File: src/include/pdc_pkg.sv
package pdc_pkg;
    localparam int unsigned DATA_W = 16;
    localparam int unsigned ADDR_W = 9;

    // register offsets
    localparam logic [8:0] OFF_BACKOFF  = 9'h0ae;
    localparam logic [8:0] OFF_REGCTL   = 9'h0b0;
    localparam logic [8:0] OFF_LENEST   = 9'h155;
    localparam logic [8:0] OFF_DIAGMAIN = 9'h170;
    localparam logic [8:0] OFF_PULSE    = 9'h171;
    localparam logic [8:0] OFF_LISTEN   = 9'h173;
    localparam logic [8:0] OFF_THRESH   = 9'h177;

    // field positions
    localparam int unsigned BACKOFF_LSB   = 6;
    localparam int unsigned REG_PD_BIT    = 15;
    localparam int unsigned LEN_START_BIT = 15;
    localparam int unsigned LEN_DONE_BIT  = 12;
    localparam int unsigned LEN_OUT_LSB   = 4;
    localparam int unsigned CROSS_DIS_BIT = 14;
    localparam int unsigned TX_BYP_BIT    = 13;
    localparam int unsigned RX_BYP_BIT    = 12;
    localparam int unsigned KEEP_ONE_BIT  = 11;
    localparam int unsigned AVG_LSB       = 8;
    localparam int unsigned LISTEN_LSB    = 8;
    localparam int unsigned THRESH_LSB    = 8;

    // reset values, plus the back-off code limit and the reserved averaging code
    localparam logic [15:0] BACKOFF_FIXED  = 16'h8020;
    localparam logic [2:0]  BACKOFF_RST    = 3'h0;
    localparam logic [2:0]  LEN_AVG_RST    = 3'h1;
    localparam logic [2:0]  AVG_RST        = 3'h6;
    localparam logic [2:0]  AVG_RESERVED   = 3'h7;
    localparam logic [2:0]  BACKOFF_MAX    = 3'h3;
    localparam logic [11:0] PULSE_HI_RST   = 12'hc85;
    localparam logic [3:0]  PULSE_RST      = 4'hc;
    localparam logic [7:0]  LISTEN_RST     = 8'hff;
    localparam logic [7:0]  LISTEN_LO_RST  = 8'hff;
    localparam logic [2:0]  THRESH_HI_RST  = 3'h0;
    localparam logic [4:0]  THRESH_RST     = 5'h18;
    localparam logic [7:0]  THRESH_LO_RST  = 8'h96;

    // register port request
    typedef struct packed {
        logic [8:0]  addr;
        logic [15:0] wdata;
        logic        wr;
        logic        rd;
    } pdc_req_t;

    // diagnostic configuration towards the analog engine
    typedef struct packed {
        logic       crossEn;
        logic       testTx;
        logic       testRx;
        logic       rxSlotsForTx;
        logic [6:0] avgCycles;
        logic [3:0] pulseLevel;
        logic [7:0] listenTime;
        logic [4:0] shortThresh;
    } pdc_diag_t;
endpackage

File: src/verilog/pdc_regs.sv
// The plain strobed port is this design's own decision.
`timescale 1ns/1ps
`default_nettype none
// Behaviour
// back-off level code 0 normal, 1..3 reduced drive, others reserved
// writing one to regulator power-down powers regulator off; self clearing
// regulator stays powered and drives feedback pin while bit is zero; here it stays off from a power-down until reset, though the bit reads zero
// software writes zeros to reserved regulator bits 14..4
// software ignores regulator control nibble on read; read then write
// length-estimate average factor, bits 2..0 read-write, reset 001
// cross disable one gives regular mode only; zero enables cross diagnosis
// cross mode looks for reflections on opposite pair to find shorts
// transmit bypass one skips transmit pair test
// transmit bypass places results in receive pair slots
// receive bypass one skips receive pair test
// software keeps main control bit 11 at one; resets to one
// averaging count runs 2^code cycles, default 110, 111 reserved
// pulse control nibble sets expected self reflection, reset 1100
// listen duration byte for long cables, reset all ones
// short cable threshold five bits, reset 11000
// software trusts peak results only after reading done bit one
// registers are 16 bits; read-only reserved bits return reset values
// writing start launches estimate; bit clears once engine accepts; here the read bit stays one until done
module pdc_regs (
    // clock and reset
    input  wire logic              clk_sys,
    input  wire logic              rst,
    // register port
    input  wire pdc_pkg::pdc_req_t req,
    output var  logic [15:0]       rdData,
    // length-estimate engine
    input  wire logic              lenAccept,
    input  wire logic              lenDone,
    input  wire logic [7:0]        lenResult,
    output var  logic              lenStart,
    output var  logic [2:0]        lenAvg,
    // power and diagnostic controls
    output var  logic [2:0]        backoffLevel,
    output var  logic              regulatorOn,
    output var  logic [3:0]        regulatorCtl,
    output var  pdc_pkg::pdc_diag_t diagCfg
);
    typedef enum logic [1:0] {PDC_IDLE = 2'b00, PDC_REQ = 2'b01, PDC_WAIT = 2'b11} pdc_est_t;

    // averaging code to cycle count; reserved code falls back to default
    function automatic logic [6:0] pdc_avg_count(input logic [2:0] code);
        logic [2:0] c;
        c = (code == pdc_pkg::AVG_RESERVED) ? pdc_pkg::AVG_RST : code;
        return 7'(7'h01 << c);
    endfunction

    logic [2:0]  backoff_q;
    logic        regPd_q;
    logic [10:0] regRsv_q;
    logic [3:0]  regCtl_q;
    logic [2:0]  lenAvg_q;
    logic        crossDis_q, txByp_q, rxByp_q, keepOne_q;
    logic [2:0]  avg_q;
    logic [11:0] pulseHi_q;
    logic [3:0]  pulse_q;
    logic [7:0]  listen_q, listenLo_q;
    logic [2:0]  threshHi_q;
    logic [4:0]  thresh_q;
    logic [7:0]  threshLo_q;
    logic        done_q;
    logic [7:0]  result_q;
    logic [15:0] rd_q;
    logic        pwrOn_q;
    pdc_est_t    est_q, est_d;
    pdc_pkg::pdc_diag_t diag_q;

    // address decode
    wire hitBackoff = req.addr == pdc_pkg::OFF_BACKOFF;
    wire hitRegCtl  = req.addr == pdc_pkg::OFF_REGCTL;
    wire hitLenEst  = req.addr == pdc_pkg::OFF_LENEST;
    wire hitMain    = req.addr == pdc_pkg::OFF_DIAGMAIN;
    wire hitPulse   = req.addr == pdc_pkg::OFF_PULSE;
    wire hitListen  = req.addr == pdc_pkg::OFF_LISTEN;
    wire hitThresh  = req.addr == pdc_pkg::OFF_THRESH;
    wire [15:0] wd  = req.wdata;

    // reserved back-off codes are refused so the drive never leaves a legal level
    wire [2:0] boNew = wd[pdc_pkg::BACKOFF_LSB +: 3];
    wire boLegal = boNew <= pdc_pkg::BACKOFF_MAX;

    // a start write is only taken while the sequencer is idle
    wire startWr = req.wr && hitLenEst && wd[pdc_pkg::LEN_START_BIT];

    // read mux; the fixed pattern holds the back-off reserved bits
    wire [15:0] rdMux =
        hitBackoff ? (pdc_pkg::BACKOFF_FIXED | (16'(backoff_q) << pdc_pkg::BACKOFF_LSB)) :
        hitRegCtl  ? {regPd_q, regRsv_q, regCtl_q} :
        hitLenEst  ? {(est_q != PDC_IDLE), 2'b00, done_q, result_q, 1'b0, lenAvg_q} :
        hitMain    ? {1'b0, crossDis_q, txByp_q, rxByp_q, keepOne_q, avg_q, 8'h00} :
        hitPulse   ? {pulseHi_q, pulse_q} :
        hitListen  ? {listen_q, listenLo_q} :
        hitThresh  ? {threshHi_q, thresh_q, threshLo_q} : 16'h0000;

    // derived configuration for the reflectometry engine
    pdc_pkg::pdc_diag_t diagNext;
    assign diagNext.crossEn      = ~crossDis_q;
    assign diagNext.testTx       = ~txByp_q;
    assign diagNext.testRx       = ~rxByp_q;
    assign diagNext.rxSlotsForTx = txByp_q;
    assign diagNext.avgCycles    = pdc_avg_count(avg_q);
    assign diagNext.pulseLevel   = pulse_q;
    assign diagNext.listenTime   = listen_q;
    assign diagNext.shortThresh  = thresh_q;

    // estimate start handshake: request held until the engine accepts
    always_comb begin
        est_d = est_q;
        case (est_q)
            PDC_IDLE: if (startWr) est_d = PDC_REQ;
            PDC_REQ:  if (lenAccept) est_d = PDC_WAIT;
            PDC_WAIT: if (lenDone) est_d = PDC_IDLE;
            default:  est_d = PDC_IDLE;
        endcase
    end

    // power and regulator registers
    always_ff @(posedge clk_sys) begin
        if (rst) begin
            backoff_q <= pdc_pkg::BACKOFF_RST;
            regPd_q   <= 1'b0;
            regRsv_q  <= 11'h000;
            regCtl_q  <= 4'h0;
        end else begin
            if (req.wr && hitBackoff && boLegal) backoff_q <= boNew;
            // power-down pulses once, then the bit clears itself
            regPd_q <= req.wr && hitRegCtl && wd[pdc_pkg::REG_PD_BIT];
            if (req.wr && hitRegCtl) begin
                regRsv_q <= wd[14:4];
                regCtl_q <= wd[3:0];
            end
        end
    end

    // regulator enable: once powered down it stays down until reset
    always_ff @(posedge clk_sys) begin
        if (rst) pwrOn_q <= 1'b1;
        else if (regPd_q) pwrOn_q <= 1'b0;
    end

    // diagnostic control registers
    always_ff @(posedge clk_sys) begin
        if (rst) begin
            crossDis_q <= 1'b0;
            txByp_q    <= 1'b0;
            rxByp_q    <= 1'b0;
            keepOne_q  <= 1'b1;
            avg_q      <= pdc_pkg::AVG_RST;
        end else if (req.wr && hitMain) begin
            crossDis_q <= wd[pdc_pkg::CROSS_DIS_BIT];
            txByp_q    <= wd[pdc_pkg::TX_BYP_BIT];
            rxByp_q    <= wd[pdc_pkg::RX_BYP_BIT];
            keepOne_q  <= wd[pdc_pkg::KEEP_ONE_BIT];
            avg_q      <= wd[pdc_pkg::AVG_LSB +: 3];
        end
    end

    // tuning registers; reserved read-write bits are plain storage
    always_ff @(posedge clk_sys) begin
        if (rst) begin
            pulseHi_q  <= pdc_pkg::PULSE_HI_RST;
            pulse_q    <= pdc_pkg::PULSE_RST;
            listen_q   <= pdc_pkg::LISTEN_RST;
            listenLo_q <= pdc_pkg::LISTEN_LO_RST;
            threshHi_q <= pdc_pkg::THRESH_HI_RST;
            thresh_q   <= pdc_pkg::THRESH_RST;
            threshLo_q <= pdc_pkg::THRESH_LO_RST;
        end else begin
            if (req.wr && hitPulse) {pulseHi_q, pulse_q} <= wd;
            if (req.wr && hitListen) {listen_q, listenLo_q} <= wd;
            if (req.wr && hitThresh) {threshHi_q, thresh_q, threshLo_q} <= wd;
        end
    end

    // length estimate control and status; a new start clears done
    always_ff @(posedge clk_sys) begin
        if (rst) begin
            lenAvg_q <= pdc_pkg::LEN_AVG_RST;
            done_q   <= 1'b0;
            result_q <= 8'h00;
            est_q    <= PDC_IDLE;
        end else begin
            est_q <= est_d;
            if (req.wr && hitLenEst) lenAvg_q <= wd[2:0];
            // done from the engine wins over the clear by a new start
            if (est_q == PDC_WAIT && lenDone) begin
                done_q   <= 1'b1;
                result_q <= lenResult;
            end else if (startWr && est_q == PDC_IDLE) begin
                done_q <= 1'b0;
            end
        end
    end

    // registered outputs and read data
    always_ff @(posedge clk_sys) begin
        if (rst) begin
            rd_q   <= 16'h0000;
            diag_q <= '0;
        end else begin
            rd_q   <= req.rd ? rdMux : 16'h0000;
            diag_q <= diagNext;
        end
    end

    assign rdData       = rd_q;
    assign lenStart     = (est_q == PDC_REQ);
    assign lenAvg       = lenAvg_q;
    assign backoffLevel = backoff_q;
    assign regulatorOn  = pwrOn_q;
    assign regulatorCtl = regCtl_q;
    assign diagCfg      = diag_q;
endmodule
`default_nettype wire

File: config.mk
export PLATFORM = sky130hd
export DESIGN_NAME = pdc_regs
export DESIGN_NICKNAME = d
export VERILOG_FILES = /design/src/include/pdc_pkg.sv /design/src/verilog/pdc_regs.sv
export SDC_FILE = /design/constraint.sdc
export NUM_CORES = 1
export LEC_CHECK = 0
export BUFFER_PORTS_ARGS = -buffer_cell sky130_fd_sc_hd__buf_4
export CAP_MARGIN = 20
export CELL_PAD_IN_SITES_DETAIL_PLACEMENT = 0
export CELL_PAD_IN_SITES_GLOBAL_PLACEMENT = 1
export CORE_ASPECT_RATIO = 0.75
export CORE_UTILIZATION = 25
export CTS_CLUSTER_DIAMETER = 200
export DETAILED_ROUTE_END_ITERATION = 7
export GPL_TIMING_DRIVEN = 0
export PLACE_DENSITY_LB_ADDON = 0.1
export SLEW_MARGIN = 20
export SYNTH_ARGS = -nofsm -noshare
export SYNTH_HDL_FRONTEND = slang
export SYNTH_SLANG_ARGS = --single-unit
File: constraint.sdc
create_clock -name clk_sys -period 2 [get_ports clk_sys]
set_clock_uncertainty 0.05 [all_clocks]
set_input_delay 0 -clock clk_sys [delete_from_list [all_inputs] [get_ports clk_sys]]
set_output_delay 0 -clock clk_sys [all_outputs]
set_load 0.1 [all_outputs]
# After elaboration in Yosys (flattened, before gate mapping)
# Index checks and enable logic that the tools add are counted.
[totals]
reg_bits = 133
[classes]
order_cmp = 1
eq_ne = 13
shifts = 1
mux = 14
n_bitwise = 4
reduce_logical = 18
[ops]
columns = ["cell", "count"]
rows = [
  ["16-bit 2-to-1 mux", 7],
  ["9-bit equality test (second input constant)", 5],
  ["9-bit by 8-bit equality test with 1-bit output (second input constant)", 2],
  ["1-bit logical AND", 12],
  ["1-bit by 3-bit << shifter with 7-bit output (first input constant)", 1],
  ["2-bit 2-to-1 mux", 3],
  ["2-bit inequality test (second input constant)", 3],
  ["2-bit one-hot mux with 3 select lines", 1],
  ["1-bit inverter", 4],
  ["2-bit nonzero test", 2],
  ["3-bit equality test (second input constant)", 1],
  ["3-bit by 2-bit <= comparator with 1-bit output (second input constant)", 1],
  ["3-bit 2-to-1 mux", 1],
  ["3-bit AND reduction", 1],
  ["3-bit OR reduction", 1],
  ["2-bit by 1-bit equality test with 1-bit output (second input constant)", 1],
  ["2-bit equality test (second input constant)", 1],
  ["2-bit logical NOT", 1],
  ["1-bit 2-to-1 mux", 2],
  ["2-bit OR reduction", 1],
]

# Depth between registers and ports, before layout
[depth]
ltp_word = 8
mapped_depth = 8

# Worst setup path before layout
# Ideal clock, no wire load.
[synth_path]
path_type = "register -> output"
start = "register est_q[0]"
end = "output lenStart"
arrival_time_ps = 1758
setup_slack_ps = 192
stages_incl_launch_ff = 2
path_buffers = 0
cell_sequence = "dfxtp_1 > nor2b_1"
[synth_via]
elab_chain_cells = 1
[synth_lines]
columns = ["element", "line_no", "source"]
rows = [
  ["start: declaration", "pdc_regs.sv:69", "pdc_est_t est_q, est_d;"],
  ["start signal: assignment", "pdc_regs.sv:187", "est_q <= est_d;"],
  ["2-bit by 1-bit equality test with 1-bit output", "pdc_regs.sv:211", "assign lenStart = (est_q == PDC_REQ);"],
  ["end: declaration", "pdc_regs.sv:35", "output var logic lenStart,"],
]
# Every way passes these cells.

# Worst setup path in the final report
[layout_path]
start = "input req[18] in the netlist's numbering"
end = "register rd_q[15] (netlist: rdData[15])"
[layout_via]
elab_chain_cells = 8
word_cells_on_any_way = 14
classes_between = "7 x eq/ne; 7 x mux"
[layout_lines]
columns = ["element", "line_no", "source"]
rows = [
  ["start: declaration", "pdc_regs.sv:29", "input wire pdc_pkg::pdc_req_t req,"],
  ["9-bit equality test", "pdc_regs.sv:79", "wire hitThresh = req.addr == pdc_pkg::OFF_THRESH;"],
  ["16-bit 2-to-1 mux", "pdc_regs.sv:97", "hitThresh ? {threshHi_q, thresh_q, threshLo_q} : 16'h0000;"],
  ["16-bit 2-to-1 mux", "pdc_regs.sv:96", "hitListen ? {listen_q, listenLo_q} :"],
  ["16-bit 2-to-1 mux", "pdc_regs.sv:95", "hitPulse ? {pulseHi_q, pulse_q} :"],
  ["16-bit 2-to-1 mux", "pdc_regs.sv:94", "hitMain ? {1'b0, crossDis_q, txByp_q, rxByp_q, keepOne_q, avg_q, 8'h00} :"],
  ["16-bit 2-to-1 mux", "pdc_regs.sv:93", "hitLenEst ? {(est_q != PDC_IDLE), 2'b00, done_q, result_q, 1'b0, lenAvg_q} :"],
  ["16-bit 2-to-1 mux", "pdc_regs.sv:92", "hitRegCtl ? {regPd_q, regRsv_q, regCtl_q} :"],
  ["16-bit 2-to-1 mux *", "pdc_regs.sv:91", "hitBackoff ? (pdc_pkg::BACKOFF_FIXED | (16'(backoff_q) << pdc_pkg::BACKOFF_LSB)) :"],
  ["end signal: assignment", "pdc_regs.sv:205", "rd_q <= req.rd ? rdMux : 16'h0000;"],
  ["end: declaration", "pdc_regs.sv:67", "logic [15:0] rd_q;"],
]
# Mark *: on every way between the ends. The rest lies on a longest branch, timed or not.
# A chain may end at the register's enable or synchronous reset.

==> impl_metrics.csv <==
group,metric,value,unit
run_status,status,"completed",
placement,hpwl,14.5,mm
placement,dp_cells,975,
global_route,grt_pass1_wl,29.3,mm
clocking,worstSkewPairLatency,0.42,ns
setup_path,worstSetupEndpointType,"flip-flop",
route,drt_iter0_markers,383,
min_path,hold_path.class,"input port to flip-flop",
clocking,tritoncts,"built",
clocking,cts_root_buf,"clkbuf_16",
setup_path,start_kind,"input port",
route,vias_per_cell,4.76,
timing,rsz0062_at_grt,"no",
final_layout,nFillCells,2120,
route,detail-route-antenna-nets,0,
timing,whs,0.121,ns
final_layout,final-seq-area,2660,sq um
synth,synth_fp_nets,640,
setup_path,worstReg2RegStart,"listen_q[7]",
clocking,cts.sinks,133,
timing,worstMarginPinSlew,0.812,ns
clocking,clk_path_buf_depth,2,
route,wirelength,19.6,mm
clocking,cts_setup_buffers,0,
synth,synthCells,601,
setup_path,crit_slowest_cell,"dlygate4sd3_1",
setup_path,cp.required,2.31,ns
setup_path,arrival,2.03,ns
die,boundaryPins,95,
die,die_y,128,um
route,avgRoutedWirePerCell,18.9,um
route,dr.pass1.iters,5,
synth,synth_most_common_cell,"dfxtp_1",
placement,placement.io_buffers,92,
route,drc,0,
synth,synthArstFlopShare,0,%
synth,ys_ff_latch,133,
placement,routabilityCongestion,0.778,
pwr,power_density,869,nW/um^2
synth,synth_edf_count,0,
synth,synthTopCellsByArea,"dfxtp_1 (50%), nand2_1 (7.2%), a21oi_1 (6.0%), nor2b_1 (4.7%), mux2i_1 (3.4%)",
clocking,path_clk_slew,0.06,ns
setup_path,startpoint,"req[18]",
final_layout,fin_nets,782,
timing,max_freq,0.581,GHz
pwr,peakVddDrop,508,uV
global_route,grt_pass1_vias,4908,
timing,setup_violations,0,
min_path,min_from,"req[24]",
setup_path,path_max_fanout,10,
setup_path,crit_chain,"buf_4 > nor2b_1 > clkbuf_1 > and3_1 > clkbuf_2 > o21ai_0 > a31oi_1 > dlygate4sd3_1",
die,rows,45,
timing,report.final.slew_viol_count,0,
synth,yosysUniqueCellTypes,48,
global_route,grt_max_degree,17,
timing,slew_headroom,45.9,%
setup_path,cp_slowest_stage_delay,0.56,ns
synth,synth_top_area_share,49.9,%
final_layout,antenna_cells,0,
die,die_area,21900,sq um
synth,synth_area_per_cell,8.87,sq um
timing,period_needed,1.72,ns
die,die_w,171,um
die,coreArea,20600,sq um
run,cap_violations,0,
setup_path,crit_type,"input port to flip-flop",
synth,synth_top_cell_by_area,"dfxtp_1",
timing,fin_crit_sh,86.0,%
final_layout,drive_gt1_share,21.2,%
synth,ys.flop_type,"dfxtp_1",
clocking,ctsHtreeMaxLevel,4,
global_route,gr-usage-all-layers,18.6,%
synth,synth_common_cells,"dfxtp_1 (133), nand2_1 (102), a21oi_1 (64), nor2b_1 (40), nor2_1 (34)",
clocking,numCtsBuffers,17,
global_route,grt_antenna_before_repair,0,
synth,synth.yosys.seq_area_share,49.9,%
final_layout,area_growth,36.6,%
die,start_util,26.0,%
final_layout,multi_input_area,2450,sq um
synth,synth_warnings,0,
pwr,p_leak,0.00279,uW
route,vias,4938,
final_layout,finalNonFillerCells,1038,
timing,finalHoldViolCount,0,
pwr,p_total,6330,uW
synth,synthesis.area,5330,sq um
global_route,grt_overflow_total,0,
[critical path, delay by kind of cell]
family	cells	cell delay, ns
and+or+nand+nor	2	0.37
AOI/OAI and AO/OA	2	0.32
buffers and inverters	4	1.34
[what timing repair did]
item	4_1_cts	5_1_grt
hold endpoints to repair	93	0
gates resized for setup	0	4
hold buffers	31	0
setup endpoints to repair	0	1
[sequential cells by signal (all words and copies together), names as in the netlist, 2 cells and up]
signal / cells
backoffLevel: 3
result_q: 8
listen_q: 8
regRsv_q: 11
pulseHi_q: 12
threshHi_q: 3
lenAvg: 3
diagCfg: 28
est_q: 2
thresh_q: 5
threshLo_q: 8
regulatorCtl: 4
avg_q: 3
listenLo_q: 8
pulse_q: 4
rdData: 16
[layout by cell type, fill, tap and decap left out, types with 4 or more instances in the layout]
| master | n |
|---|---|
| nand3b_1 | 8 |
| o21ai_0 | 17 |
| and3_1 | 9 |
| buf_2 | 11 |
| a21o_1 | 4 |
| mux2i_1 | 18 |
| buf_4 | 96 |
| clkbuf_1 | 25 |
| clkbuf_16 | 17 |
| dlygate4sd3_1 | 31 |
| nor3_1 | 18 |
| a22oi_1 | 6 |
| nand3_1 | 22 |
| a211o_1 | 16 |
| nor4_1 | 4 |
| a21oi_1 | 64 |
| nor2_1 | 34 |
| nand2_1 | 101 |
| dfxtp_1 | 133 |
| clkbuf_8 | 4 |
| mux2_2 | 8 |
| o21a_1 | 6 |
| a32oi_1 | 4 |
| and2_1 | 4 |
| nor2b_1 | 40 |
[where the power goes]
part           total (uW)  internal [uW]  switching, uW  leakage (uW)
Combinational         520            165            356       0.00143
Sequential           2680           2670           6.00       0.00108
Clock                3140           1960           1180      0.000282
Total                6330           4800           1540       0.00279
[routing by layer]
metal | track usage, % | wire length [um]
met1 | 26.0 | 9570
met5 | 0 | 0
met3 | 3.91 | 1190
met4 | 6.84 | 353
met2 | 28.1 | 8510
[area by class of cell]
cell class | instances | area share, %
well taps | 282 | 4.84
inverters | 4 | 0.206
clock buffers | 24 | 6.75
multi-input cells | 421 | 33.6
repair buffers | 123 | 13.7
plain buffers | 43 | 2.94
clock inverters | 8 | 1.34
flip-flops and latches | 133 | 36.5
[final timing paths]
check / slack [ns] / cells past startpoint / endpoint
max: 0.28 / 8 / rdData[15]
min: 0.12 / 5 / rdData[7]
max reg2reg: 0.37 / 5 / rdData[15]
min reg2reg: 0.40 / 2 / pulseHi_q[4]
[through the flow]
| step | setup slack (ns) | utilization (%) | area (sq um) | setup TNS [ns] |
|---|---|---|---|---|
| global placement | -0.0188 | 31.0 | 6380 | -0.0261 |
| global route | 0.130 | 35.5 | 7290 | 0 |
| finish | 0.280 | 35.5 | 7290 | 0 |
| detailed placement | -0.0179 | 31.0 | 6380 | -0.0537 |
| CTS | 0.0305 | 35.4 | 7280 | 0 |
| floorplan | 0.192 | - | 5330 | 0 |
[logic make-up (layout without fill, tap and decap cells)]
logic type	Yosys count	in the layout	share of synthesized area, %
AO/OA/AOI/OAI	133	133	15.6
AND/OR/NAND/NOR	262	262	25.1
flip-flops	133	133	49.9
buffers and inverters	47	202	4.27
multiplexers	26	26	5.07
No activity file was read; power rests on OpenSTA's default activity.
